## config.mk

```make
export PLATFORM = sky130hd
export DESIGN_NAME = adc_test_and_tuning_regs
export DESIGN_NICKNAME = d
export VERILOG_FILES = /design/src/verilog/adc_tune_pkg.sv /design/src/verilog/adc_test_and_tuning_regs.sv /design/src/verilog/test_pattern_gen.sv
export VERILOG_INCLUDE_DIRS = /design/src /design/src/verilog
export SDC_FILE = /design/constraint.sdc
export NUM_CORES = 1
export LEC_CHECK = 0
export ABC_AREA = 1
export BUFFER_PORTS_ARGS = -buffer_cell sky130_fd_sc_hd__buf_4
export CORE_ASPECT_RATIO = 2
export CORE_UTILIZATION = 35
export DETAILED_ROUTE_END_ITERATION = 10
export GPL_TIMING_DRIVEN = 0
export SKIP_CTS_REPAIR_TIMING = 1
export SYNTH_ARGS = -nofsm -noshare
export SYNTH_HDL_FRONTEND = slang
export SYNTH_SLANG_ARGS = --single-unit
```

## constraint.sdc

```tcl
create_clock -name i_clk -period 5.15 [get_ports i_clk]
set_input_delay 0.7725 -clock i_clk [delete_from_list [all_inputs] [get_ports i_clk]]
set_output_delay 0.7725 -clock i_clk [all_outputs]
set_load 0.005 [all_outputs]
```

## src/verilog/adc_tune_map.svh

```systemverilog
// offsets, field positions, reset values and presets of the test and tuning registers
// assumes the serial control port decodes frames into byte-wide register accesses
`ifndef ADC_TUNE_MAP_SVH
`define ADC_TUNE_MAP_SVH

// register offsets
`define OFS_TEST_PATTERN 8'h0d
`define OFS_FILTER_CUTOFF 8'h0f
`define OFS_OFFSET_ADJUST 8'h10

// output_test_pattern_control fields
`define TP_MODE_LSB 0
`define TP_MODE_MSB 3
`define TP_PN_SHORT_RST_BIT 4
`define TP_PN_LONG_RST_BIT 5
`define TP_RESET 8'h00

// filter_cutoff_control fields
`define FC_CODE_LSB 4
`define FC_CODE_MSB 7
`define FC_RESET 8'h30

// lna_offset_adjust fields and speed grade presets
`define OA_FIELD_MSB 5
`define OA_RESET 8'h20
`define OA_PRESET_50 6'h19
`define OA_PRESET_40 6'h1a
`define OA_PRESET_25 6'h1f
`define GRADE_50 2'h0
`define GRADE_40 2'h1
`define GRADE_25 2'h2

// pattern words in offset binary
`define PAT_MIDSCALE 12'h800
`define PAT_POS_FS 12'hfff
`define PAT_NEG_FS 12'h000
`define PAT_CHECK_A 12'haaa
`define PAT_CHECK_B 12'h555
`define PAT_SYNC 12'h03f
`define PAT_MIXED 12'ha0f
`define PAT_WALK_SEED 12'h001
`define FMT_FLIP 12'h800
`define PN_LONG_SEED 23'h7fffff
`define PN_SHORT_SEED 9'h1ff

`endif

```

## src/verilog/adc_tune_pkg.sv

```systemverilog
// types shared by the test and tuning register bank and its pattern generators
// assumes adc_tune_map.svh supplies the numeric constants
package adc_tune_pkg;

   // output test selector codes
   typedef enum logic [3:0] {
      TM_OFF = 4'b0000,
      TM_MIDSCALE = 4'b0001,
      TM_POS_FS = 4'b0010,
      TM_NEG_FS = 4'b0011,
      TM_CHECKER = 4'b0100,
      TM_PN_LONG = 4'b0101,
      TM_PN_SHORT = 4'b0110,
      TM_WORD_TOGGLE = 4'b0111,
      TM_USER = 4'b1000,
      TM_BIT_TOGGLE = 4'b1001,
      TM_SYNC = 4'b1010,
      TM_ONE_BIT_HIGH = 4'b1011,
      TM_MIXED = 4'b1100
   } test_mode_t;

   // pattern generator state
   typedef struct packed {
      logic [22:0] pn_long;
      logic [8:0] pn_short;
      logic phase;
      logic [11:0] walk;
      logic [11:0] dout;
      logic dvalid;
   } gen_state_t;

   // register bank state, one byte per channel for the local registers
   typedef struct packed {
      logic [7:0][7:0] test;
      logic [7:0][7:0] offs;
      logic [7:0] filt;
      logic [7:0] rdata;
      logic rvalid;
      logic [7:0] active;
   } reg_state_t;

endpackage : adc_tune_pkg

```

## src/verilog/adc_test_and_tuning_regs.sv

```systemverilog
// test pattern, filter cutoff and preamp offset registers of an eight-channel receiver
// assumes the serial control port delivers decoded byte accesses and the channel select mask
// assumes converter data is already in the selected output format
`include "adc_tune_map.svh"

// Function
// - four-bit selector picks output test pattern
// - patterns follow selected offset or twos format
// - filter cutoff code, reset value 0x30
// - filter cutoff write is global, ignores select
// - six-bit preamp offset, 50 grade preset
// - offset preset follows 40 and 25 grades
module adc_test_and_tuning_regs
   import adc_tune_pkg::*;
#(
   parameter int NUM_CH = 8,
   parameter int DATA_W = 12
)
(
   // clock and reset
   input wire logic i_clk,
   input wire logic i_rst_n,
   // register access from the serial control port
   input wire logic i_reg_wr,
   input wire logic i_reg_rd,
   input wire logic [7:0] i_reg_addr,
   input wire logic [7:0] i_reg_wdata,
   input wire logic [NUM_CH-1:0] i_chan_sel,
   output logic [7:0] o_reg_rdata,
   output logic o_reg_rvalid,
   // device strapping and format
   input wire logic [1:0] i_speed_grade,
   input wire logic i_twos_comp,
   input wire logic [DATA_W-1:0] i_user_pattern,
   // converter data
   input wire logic i_sample_valid,
   input wire logic [NUM_CH*DATA_W-1:0] i_adc_data,
   output logic [NUM_CH*DATA_W-1:0] o_chan_data,
   output logic [NUM_CH-1:0] o_chan_valid,
   // analog control
   output logic [NUM_CH-1:0] o_test_active,
   output logic [3:0] o_filter_cutoff,
   output logic [NUM_CH*6-1:0] o_preamp_offset
);

   reg_state_t r_q;
   reg_state_t r_d;

   // offset preset by speed grade; unknown grades fall back to the table reset
   function automatic logic [7:0] grade_preset(input logic [1:0] g);
      case (g)
         `GRADE_50: grade_preset = {2'b00, `OA_PRESET_50};
         `GRADE_40: grade_preset = {2'b00, `OA_PRESET_40};
         `GRADE_25: grade_preset = {2'b00, `OA_PRESET_25};
         default: grade_preset = `OA_RESET;
      endcase
   endfunction : grade_preset

   // lowest selected channel answers reads; channel 0 when none selected
   function automatic logic [2:0] first_chan(input logic [7:0] sel);
      first_chan = 3'h0;
      for (int k = 7; k >= 0; k--)
      begin
         if (sel[k])
            first_chan = k[2:0];
      end
   endfunction : first_chan

   // mode field of one selector byte; zero lets converter data through
   function automatic logic [3:0] mode_of(input logic [7:0] b);
      mode_of = b[`TP_MODE_MSB:`TP_MODE_LSB];
   endfunction : mode_of

   // only six offset bits exist, so the top two always read back as zero
   function automatic logic [7:0] offs_field(input logic [7:0] b);
      offs_field = {2'b00, b[`OA_FIELD_MSB:0]};
   endfunction : offs_field

   // byte write into every selected channel; an empty mask changes nothing
   function automatic logic [7:0][7:0] masked_write(
      input logic [7:0][7:0] cur,
      input logic [7:0] sel,
      input logic [7:0] val
   );
      masked_write = cur;
      for (int c = 0; c < 8; c++)
      begin
         if (sel[c])
            masked_write[c] = val;
      end
   endfunction : masked_write

   // write decode, read mux, test-active flags
   always_comb
   begin
      logic [7:0] sel8;
      logic [2:0] rch;
      sel8 = 8'h00;
      sel8[NUM_CH-1:0] = i_chan_sel;
      rch = first_chan(sel8);
      r_d = r_q;
      r_d.rvalid = i_reg_rd;
      if (i_reg_wr)
      begin
         case (i_reg_addr)
            // local registers land only in the selected channels
            `OFS_TEST_PATTERN: r_d.test = masked_write(r_q.test, sel8, i_reg_wdata);
            // one shared filter, so the select mask is ignored here
            `OFS_FILTER_CUTOFF: r_d.filt = i_reg_wdata;
            `OFS_OFFSET_ADJUST: r_d.offs = masked_write(r_q.offs, sel8, offs_field(i_reg_wdata));
            default: r_d.filt = r_q.filt;
         endcase
      end
      // read from the old state, so a read beside a write returns the old byte
      if (i_reg_rd)
      begin
         case (i_reg_addr)
            `OFS_TEST_PATTERN: r_d.rdata = r_q.test[rch];
            `OFS_FILTER_CUTOFF: r_d.rdata = r_q.filt;
            `OFS_OFFSET_ADJUST: r_d.rdata = r_q.offs[rch];
            default: r_d.rdata = 8'h00;
         endcase
      end
      // flags follow the next state so they change on the same edge as the selector
      for (int c = 0; c < 8; c++)
         r_d.active[c] = (mode_of(r_d.test[c]) != TM_OFF);
   end

   // state register; sync reset loads the grade preset, which is legal for a clocked load
   always_ff @(posedge i_clk)
   begin
      if (!i_rst_n)
      begin
         r_q <= '0;
         r_q.filt <= `FC_RESET;
         for (int c = 0; c < 8; c++)
         begin
            r_q.test[c] <= `TP_RESET;
            r_q.offs[c] <= grade_preset(i_speed_grade);
         end
      end
      else
         r_q <= r_d;
   end

   // one generator per channel; each owns its output flops
   for (genvar g = 0; g < NUM_CH; g++)
   begin : g_ch
      test_pattern_gen #(
         .DATA_W(DATA_W)
      ) u_gen (
         .i_clk(i_clk),
         .i_rst_n(i_rst_n),
         .i_sample_valid(i_sample_valid),
         .i_adc_data(i_adc_data[g*DATA_W +: DATA_W]),
         .i_mode(mode_of(r_q.test[g])),
         .i_pn_long_rst(r_q.test[g][`TP_PN_LONG_RST_BIT]),
         .i_pn_short_rst(r_q.test[g][`TP_PN_SHORT_RST_BIT]),
         .i_twos_comp(i_twos_comp),
         .i_user_pattern(i_user_pattern),
         .o_data(o_chan_data[g*DATA_W +: DATA_W]),
         .o_valid(o_chan_valid[g])
      );
      assign o_preamp_offset[g*6 +: 6] = r_q.offs[g][`OA_FIELD_MSB:0];
      assign o_test_active[g] = r_q.active[g];
   end

   // register-driven outputs
   assign o_reg_rdata = r_q.rdata;
   assign o_reg_rvalid = r_q.rvalid;
   assign o_filter_cutoff = r_q.filt[`FC_CODE_MSB:`FC_CODE_LSB];

endmodule : adc_test_and_tuning_regs

```

## src/verilog/test_pattern_gen.sv

```systemverilog
// one channel's test pattern source and output multiplexer
// assumes adc samples arrive with a one-cycle valid strobe at the sample rate
`include "adc_tune_map.svh"

module test_pattern_gen
   import adc_tune_pkg::*;
#(
   parameter int DATA_W = 12
)
(
   // clock and reset
   input wire logic i_clk,
   input wire logic i_rst_n,
   // converter data in
   input wire logic i_sample_valid,
   input wire logic [DATA_W-1:0] i_adc_data,
   // pattern control
   input wire logic [3:0] i_mode,
   input wire logic i_pn_long_rst,
   input wire logic i_pn_short_rst,
   input wire logic i_twos_comp,
   input wire logic [DATA_W-1:0] i_user_pattern,
   // data out
   output logic [DATA_W-1:0] o_data,
   output logic o_valid
);

   gen_state_t s_q;
   gen_state_t s_d;
   logic [11:0] raw;

   // long sequence, taps 23 and 18
   function automatic logic [22:0] pn_long_step(input logic [22:0] s);
      pn_long_step = {s[21:0], s[22] ^ s[17]};
   endfunction : pn_long_step

   // short sequence, taps 9 and 5
   function automatic logic [8:0] pn_short_step(input logic [8:0] s);
      pn_short_step = {s[7:0], s[8] ^ s[4]};
   endfunction : pn_short_step

   // pattern selection and sequence advance on each sample
   always_comb
   begin
      s_d = s_q;
      raw = `PAT_MIDSCALE;
      case (test_mode_t'(i_mode))
         TM_MIDSCALE: raw = `PAT_MIDSCALE;
         TM_POS_FS: raw = `PAT_POS_FS;
         TM_NEG_FS: raw = `PAT_NEG_FS;
         TM_CHECKER: raw = s_q.phase ? `PAT_CHECK_B : `PAT_CHECK_A;
         TM_PN_LONG: raw = s_q.pn_long[11:0];
         TM_PN_SHORT: raw = {s_q.pn_short, s_q.pn_long[2:0]};
         TM_WORD_TOGGLE: raw = s_q.phase ? `PAT_NEG_FS : `PAT_POS_FS;
         TM_USER: raw = i_user_pattern[11:0];
         TM_BIT_TOGGLE: raw = {11'h000, ~s_q.phase};
         TM_SYNC: raw = `PAT_SYNC;
         TM_ONE_BIT_HIGH: raw = s_q.walk;
         TM_MIXED: raw = `PAT_MIXED;
         default: raw = `PAT_MIDSCALE;
      endcase
      s_d.dvalid = i_sample_valid;
      if (i_sample_valid)
      begin
         s_d.phase = ~s_q.phase;
         s_d.walk = {s_q.walk[10:0], s_q.walk[11]};
         s_d.pn_long = pn_long_step(s_q.pn_long);
         s_d.pn_short = pn_short_step(s_q.pn_short);
         if (i_mode == TM_OFF)
            s_d.dout = i_adc_data;
         else
            s_d.dout = raw ^ (i_twos_comp ? `FMT_FLIP : 12'h000);
      end
      // generators held at seed while their reset bits are set
      if (i_pn_long_rst)
         s_d.pn_long = `PN_LONG_SEED;
      if (i_pn_short_rst)
         s_d.pn_short = `PN_SHORT_SEED;
   end

   // state register
   always_ff @(posedge i_clk)
   begin
      if (!i_rst_n)
      begin
         s_q <= '0;
         s_q.pn_long <= `PN_LONG_SEED;
         s_q.pn_short <= `PN_SHORT_SEED;
         s_q.walk <= `PAT_WALK_SEED;
      end
      else
         s_q <= s_d;
   end

   assign o_data = s_q.dout;
   assign o_valid = s_q.dvalid;

endmodule : test_pattern_gen

```

==> flow_summary.html <==
<table>
<tr><th>Metric</th><th>Value</th></tr>
<tr><th colspan="2">Setup path</th></tr>
<tr><td>CP dominant cell by count</td><td>clkbuf_1</td></tr>
<tr><td>Worst setup path start</td><td>i_rst_n</td></tr>
<tr><td>Reg2Reg Depth</td><td>9</td></tr>
<tr><td>Maximum fanout encountered on the critical timing path</td><td>10</td></tr>
<tr><td>Slowest library cell on the worst path</td><td>clkbuf_1</td></tr>
<tr><td>Capturing instance or port of the critical path</td><td>o_preamp_offset[41]$_DFFE_PP_</td></tr>
<tr><td>Delay of the slowest cell on the worst path</td><td>1080 ps</td></tr>
<tr><td>Critical path type</td><td>input port to flip-flop</td></tr>
<tr><td>Data required time at the worst endpoint</td><td>5440 ps</td></tr>
<tr><td>WP data arrival</td><td>3460 ps</td></tr>
<tr><td>Sort of element at the end of the critical path</td><td>flip-flop</td></tr>
<tr><td>Ordered cell list for the critical path</td><td>clkbuf_1 -&gt; clkbuf_1 -&gt; clkbuf_1 -&gt; a21oi_1</td></tr>
<tr><td>Destination of the worst register-to-register timing path</td><td>g_ch[4].u_gen.o_data[4]$_SDFFE_PN0P_</td></tr>
<tr><td>Top cell family by delay on the critical path</td><td>buffers and inverters</td></tr>
<tr><td>Nature of the critical path startpoint</td><td>input port</td></tr>
<tr><td>Launch instance of the worst register-to-register path</td><td>r_q[124]$_SDFF_PN0_</td></tr>
<tr><td>Path length in cells of the critical path</td><td>4</td></tr>
<tr><td>Number of buffers and inverters on the critical path</td><td>3</td></tr>
<tr><td>Worst reg2reg setup slack</td><td>2650 ps</td></tr>
<tr><th colspan="2">Power and ir drop</th></tr>
<tr><td>Leakage dissipation</td><td>16.0 nW</td></tr>
<tr><td>Worst IR drop on VDD</td><td>249 µV</td></tr>
<tr><td>Power density relative to cell area</td><td>329 nW/µm²</td></tr>
<tr><th colspan="2">Synthesis</th></tr>
<tr><td>Mean post-synth cell area</td><td>7.28 µm²</td></tr>
<tr><td>Most used standard cells in the synthesized netlist</td><td>nand2_1, dfxtp_1, nand3_1, inv_1, nor2_1</td></tr>
<tr><td>Mapped cell area</td><td>27800 µm²</td></tr>
<tr><td>Count of unique library cells instantiated by Yosys</td><td>57</td></tr>
<tr><td>Proportion of synthesized chip area in sequential cells</td><td>0.445</td></tr>
<tr><td>Share of Yosys cell area claimed by the top area cell type</td><td>0.393</td></tr>
<tr><td>Most area-consuming cells after synthesis</td><td>dfxtp_1, nand2_1, nand3_1</td></tr>
<tr><td>Number of instances in the synthesized netlist</td><td>3816</td></tr>
<tr><td>Share of flip-flops with an asynchronous set or reset after synthesis</td><td>0</td></tr>
<tr><td>Post-Syn Nets</td><td>3960</td></tr>
<tr><td>Total of warnings raised by yosys</td><td>0</td></tr>
<tr><td>Prevailing post-synth register cell</td><td>dfxtp_1</td></tr>
<tr><td>Number of enable-type register cells in the synthesized netlist</td><td>48</td></tr>
<tr><td>Top-count cell post-synth</td><td>nand2_1</td></tr>
<tr><td>Flop and latch count out of synthesis</td><td>594</td></tr>
<tr><td>Post-synth top area cell</td><td>dfxtp_1</td></tr>
<tr><th colspan="2">Clock network</th></tr>
<tr><td>Clock sink count</td><td>594</td></tr>
<tr><td>CTS tree</td><td>yes</td></tr>
<tr><td>Clk_lat worst skew</td><td>660 ps</td></tr>
<tr><td>Number of buffers added by the clock tree synthesis step</td><td>55</td></tr>
<tr><td>Largest buffer count on any clock path</td><td>3</td></tr>
<tr><td>CTS root buffer</td><td>clkbuf_16</td></tr>
<tr><td>Clock slew seen by the registers of the worst setup and hold paths</td><td>70 ps</td></tr>
<tr><td>H-tree Lvls</td><td>2</td></tr>
<tr><th colspan="2">Global route</th></tr>
<tr><td>Via count of the first global-routing pass</td><td>26900</td></tr>
<tr><td>Global-route wire length before repair</td><td>174000 µm</td></tr>
<tr><td>Global router's overall resource usage</td><td>0.291</td></tr>
<tr><td>Number of antenna violations at the first check in global routing</td><td>1</td></tr>
<tr><td>Largest net degree at the start of global routing</td><td>18</td></tr>
<tr><td>Overflow after GRT</td><td>0</td></tr>
<tr><th colspan="2">STA</th></tr>
<tr><td>Final critical delay including setup and external delays</td><td>3170 ps</td></tr>
<tr><td>Largest clock skew in the final design</td><td>30.2 ps</td></tr>
<tr><td>Least-Margin Pin Slew</td><td>1480 ps</td></tr>
<tr><td>Final total negative setup slack</td><td>0 ps</td></tr>
<tr><td>Final Hold Violating Endpoints</td><td>0</td></tr>
<tr><td>Period utilisation layout</td><td>0.616</td></tr>
<tr><td>Final setup violation count</td><td>0</td></tr>
<tr><td>Fmax achieved</td><td>0.315 GHz</td></tr>
<tr><td>Final Slew Violations</td><td>0</td></tr>
<tr><td>Unrepaired setup endpoints after global routing</td><td>no</td></tr>
<tr><td>Tightest hold margin</td><td>352 ps</td></tr>
<tr><td>Worst max-slew margin expressed relative to the limit</td><td>0.0148</td></tr>
<tr><th colspan="2">Floorplan</th></tr>
<tr><td>Horizontal extent of the die</td><td>201 µm</td></tr>
<tr><td>Num ports</td><td>313</td></tr>
<tr><td>Height of the chip</td><td>400 µm</td></tr>
<tr><td>Number of placement rows</td><td>145</td></tr>
<tr><td>Area of the die</td><td>80600 µm²</td></tr>
<tr><td>Initial core utilization</td><td>0.355</td></tr>
<tr><td>Std-Cell Core Area</td><td>78400 µm²</td></tr>
<tr><th colspan="2">Final layout</th></tr>
<tr><td>Ant diodes</td><td>0</td></tr>
<tr><td>Fraction of layout instances using a drive strength above 1</td><td>0.157</td></tr>
<tr><td>Area Overhead vs Synth</td><td>19.6%</td></tr>
<tr><td>End-of-flow core utilization</td><td>0.424</td></tr>
<tr><td>Total number of nets in the final design</td><td>4322</td></tr>
<tr><td>Final instance count without filler cells</td><td>5253</td></tr>
<tr><td>Count of filler cells inserted in the layout</td><td>8327</td></tr>
<tr><td>Area of all sequential standard cells</td><td>12400 µm²</td></tr>
<tr><td>Multi-input gate area</td><td>11800 µm²</td></tr>
<tr><th colspan="2">Routing</th></tr>
<tr><td>Vias per cell</td><td>5.34</td></tr>
<tr><td>Starting DRC count in detailed routing</td><td>2338</td></tr>
<tr><td>Number of DRC violations after detailed routing</td><td>0</td></tr>
<tr><td>Total via count in the routed design</td><td>28100</td></tr>
<tr><td>Routed Wire Length</td><td>121000 µm</td></tr>
<tr><td>Average wire per cell in the routed design</td><td>23.0 µm</td></tr>
<tr><td>1st-pass router iterations</td><td>9</td></tr>
<tr><td>Remaining antenna violation count after routing</td><td>0</td></tr>
<tr><th colspan="2">Job</th></tr>
<tr><td>Max cap viols</td><td>0</td></tr>
<tr><th colspan="2">Hold path</th></tr>
<tr><td>Worst hold path type</td><td>input port to flip-flop</td></tr>
<tr><th colspan="2">Placed design</th></tr>
<tr><td>HPWL reported at the end of detailed placement</td><td>94200 µm</td></tr>
<tr><td>PortBufs</td><td>305</td></tr>
<tr><td>Final GP Congestion</td><td>0.999</td></tr>
<tr><td>Number of placed instances, taps included</td><td>5150</td></tr>
<tr><th colspan="2">Outcome</th></tr>
<tr><td>Run status</td><td>completed</td></tr>
</table>
-- layout by cell type, fill, tap and decap left out, types with 5 or more instances in the layout --
| cell | synthesis | final |
|---|---|---|
| a211oi_1 | 13 | 13 |
| inv_2 | 15 | 15 |
| a41oi_1 | 6 | 6 |
| buf_6 | 11 | 11 |
| clkbuf_16 | 0 | 56 |
| buf_2 | 22 | 22 |
| nor2_1 | 319 | 319 |
| o2111ai_1 | 15 | 15 |
| a31oi_1 | 6 | 6 |
| nand3_1 | 384 | 384 |
| nor3_1 | 15 | 15 |
| nand4_1 | 47 | 47 |
| clkinv_1 | 6 | 10 |
| a31o_2 | 5 | 5 |
| a32o_1 | 7 | 7 |
| nand2_1 | 971 | 971 |
| nor2_2 | 9 | 9 |
| bufinv_16 | 0 | 7 |
| o21ai_0 | 254 | 254 |
| o211ai_1 | 90 | 90 |
| dfxtp_1 | 546 | 546 |
| o22ai_1 | 15 | 15 |
| a22o_1 | 8 | 8 |
| clkinvlp_4 | 0 | 6 |
| nand3_2 | 6 | 6 |
| buf_4 | 173 | 478 |
| o221ai_1 | 62 | 62 |
| a221oi_1 | 26 | 26 |
| inv_1 | 363 | 363 |
| a21oi_1 | 130 | 130 |
| edfxtp_1 | 48 | 48 |
| o21ai_1 | 22 | 22 |
| nand2_2 | 5 | 5 |
| clkinv_2 | 1 | 9 |
| clkbuf_1 | 156 | 162 |
| inv_6 | 0 | 5 |
| buf_1 | 12 | 12 |
-- worst min-delay path: cells and delay by family --
| kind | cells | cell delay (ps) |
|---|---|---|
| buffers and inverters | 1 | 80 |
| and+or+nand+nor | 1 | 70 |
| AOI/OAI and AO/OA | 1 | 50 |
-- power breakdown --
| group | switching [W] | leakage [nW] | internal [W] |
|---|---|---|---|
| clock network | 0.00202 | 0.899 | 0.00241 |
| registers | 0.000210 | 4.98 | 0.00494 |
| logic | 0.000816 | 10.2 | 0.000541 |
-- logic make-up (layout without fill, tap and decap cells) --
group                    count (synthesis)  count (layout)  synth area share
AO/OA/AOI/OAI                          680             680             0.154
XOR/XNOR                                 3               3          0.000946
adder cells (fa/ha/maj)                  4               4           0.00180
buffers and inverters                  761            1169             0.130
flip-flops                             594             594             0.445
AND/OR/NAND/NOR                       1774            1774             0.267
-- how the worst min path moves through the flow --
stage,from,end,slack (ps),cells past startpoint
2_1_floorplan,r_q[17]$_SDFFE_PN0P_,r_q[17]$_SDFFE_PN0P_,420,2
3_3_place_gp,r_q[18]$_SDFFE_PN0P_,r_q[18]$_SDFFE_PN0P_,440,2
3_5_place_dp,r_q[120]$_SDFFE_PN0P_,r_q[120]$_SDFFE_PN0P_,450,2
4_1_cts,i_adc_data[60],g_ch[5].u_gen.o_data[0]$_SDFFE_PN0P_,340,3
5_1_grt,i_adc_data[62],g_ch[5].u_gen.o_data[2]$_SDFFE_PN0P_,370,3
6_report,i_adc_data[60],g_ch[5].u_gen.o_data[0]$_SDFFE_PN0P_,350,3
-- state kept, by name (all words and copies together) (netlist names) --
signal,flops
g_ch.u_gen.s_q,360
o_reg_rvalid,1
o_test_active,8
g_ch.u_gen.o_data,96
o_preamp_offset,48
o_reg_rdata,8
r_q,68
g_ch.u_gen.o_valid,1
o_filter_cutoff,4
-- layout make-up --
cell class,instances,area share
clock buffers,66,0.0442
inverters,387,0.0439
plain buffers,374,0.0651
clock inverters,37,0.0124
multi-input cells,2461,0.355
well taps,1029,0.0387
repair buffers,305,0.0689
flip-flops and latches,594,0.372
-- routing by layer --
metal	vias up	GRT usage	wire, µm
li1	13200	-	-
met1	13200	0.302	42700
met2	1254	0.511	58600
met3	445	0.0468	7870
met4	2	0.246	11800
met5	-	0	13
-- metrics by stage --
step / setup slack [ps] / total power, W / area, µm²
floorplan: 2920 / 0.00591 / 27800
global placement: 1350 / 0.00657 / 31400
detailed placement: 1350 / 0.00659 / 31400
CTS: 2030 / 0.0110 / 33200
global route: 1960 / 0.0112 / 33200
finish: 1980 / 0.0109 / 33200
(Power assumes the default switching activity.)
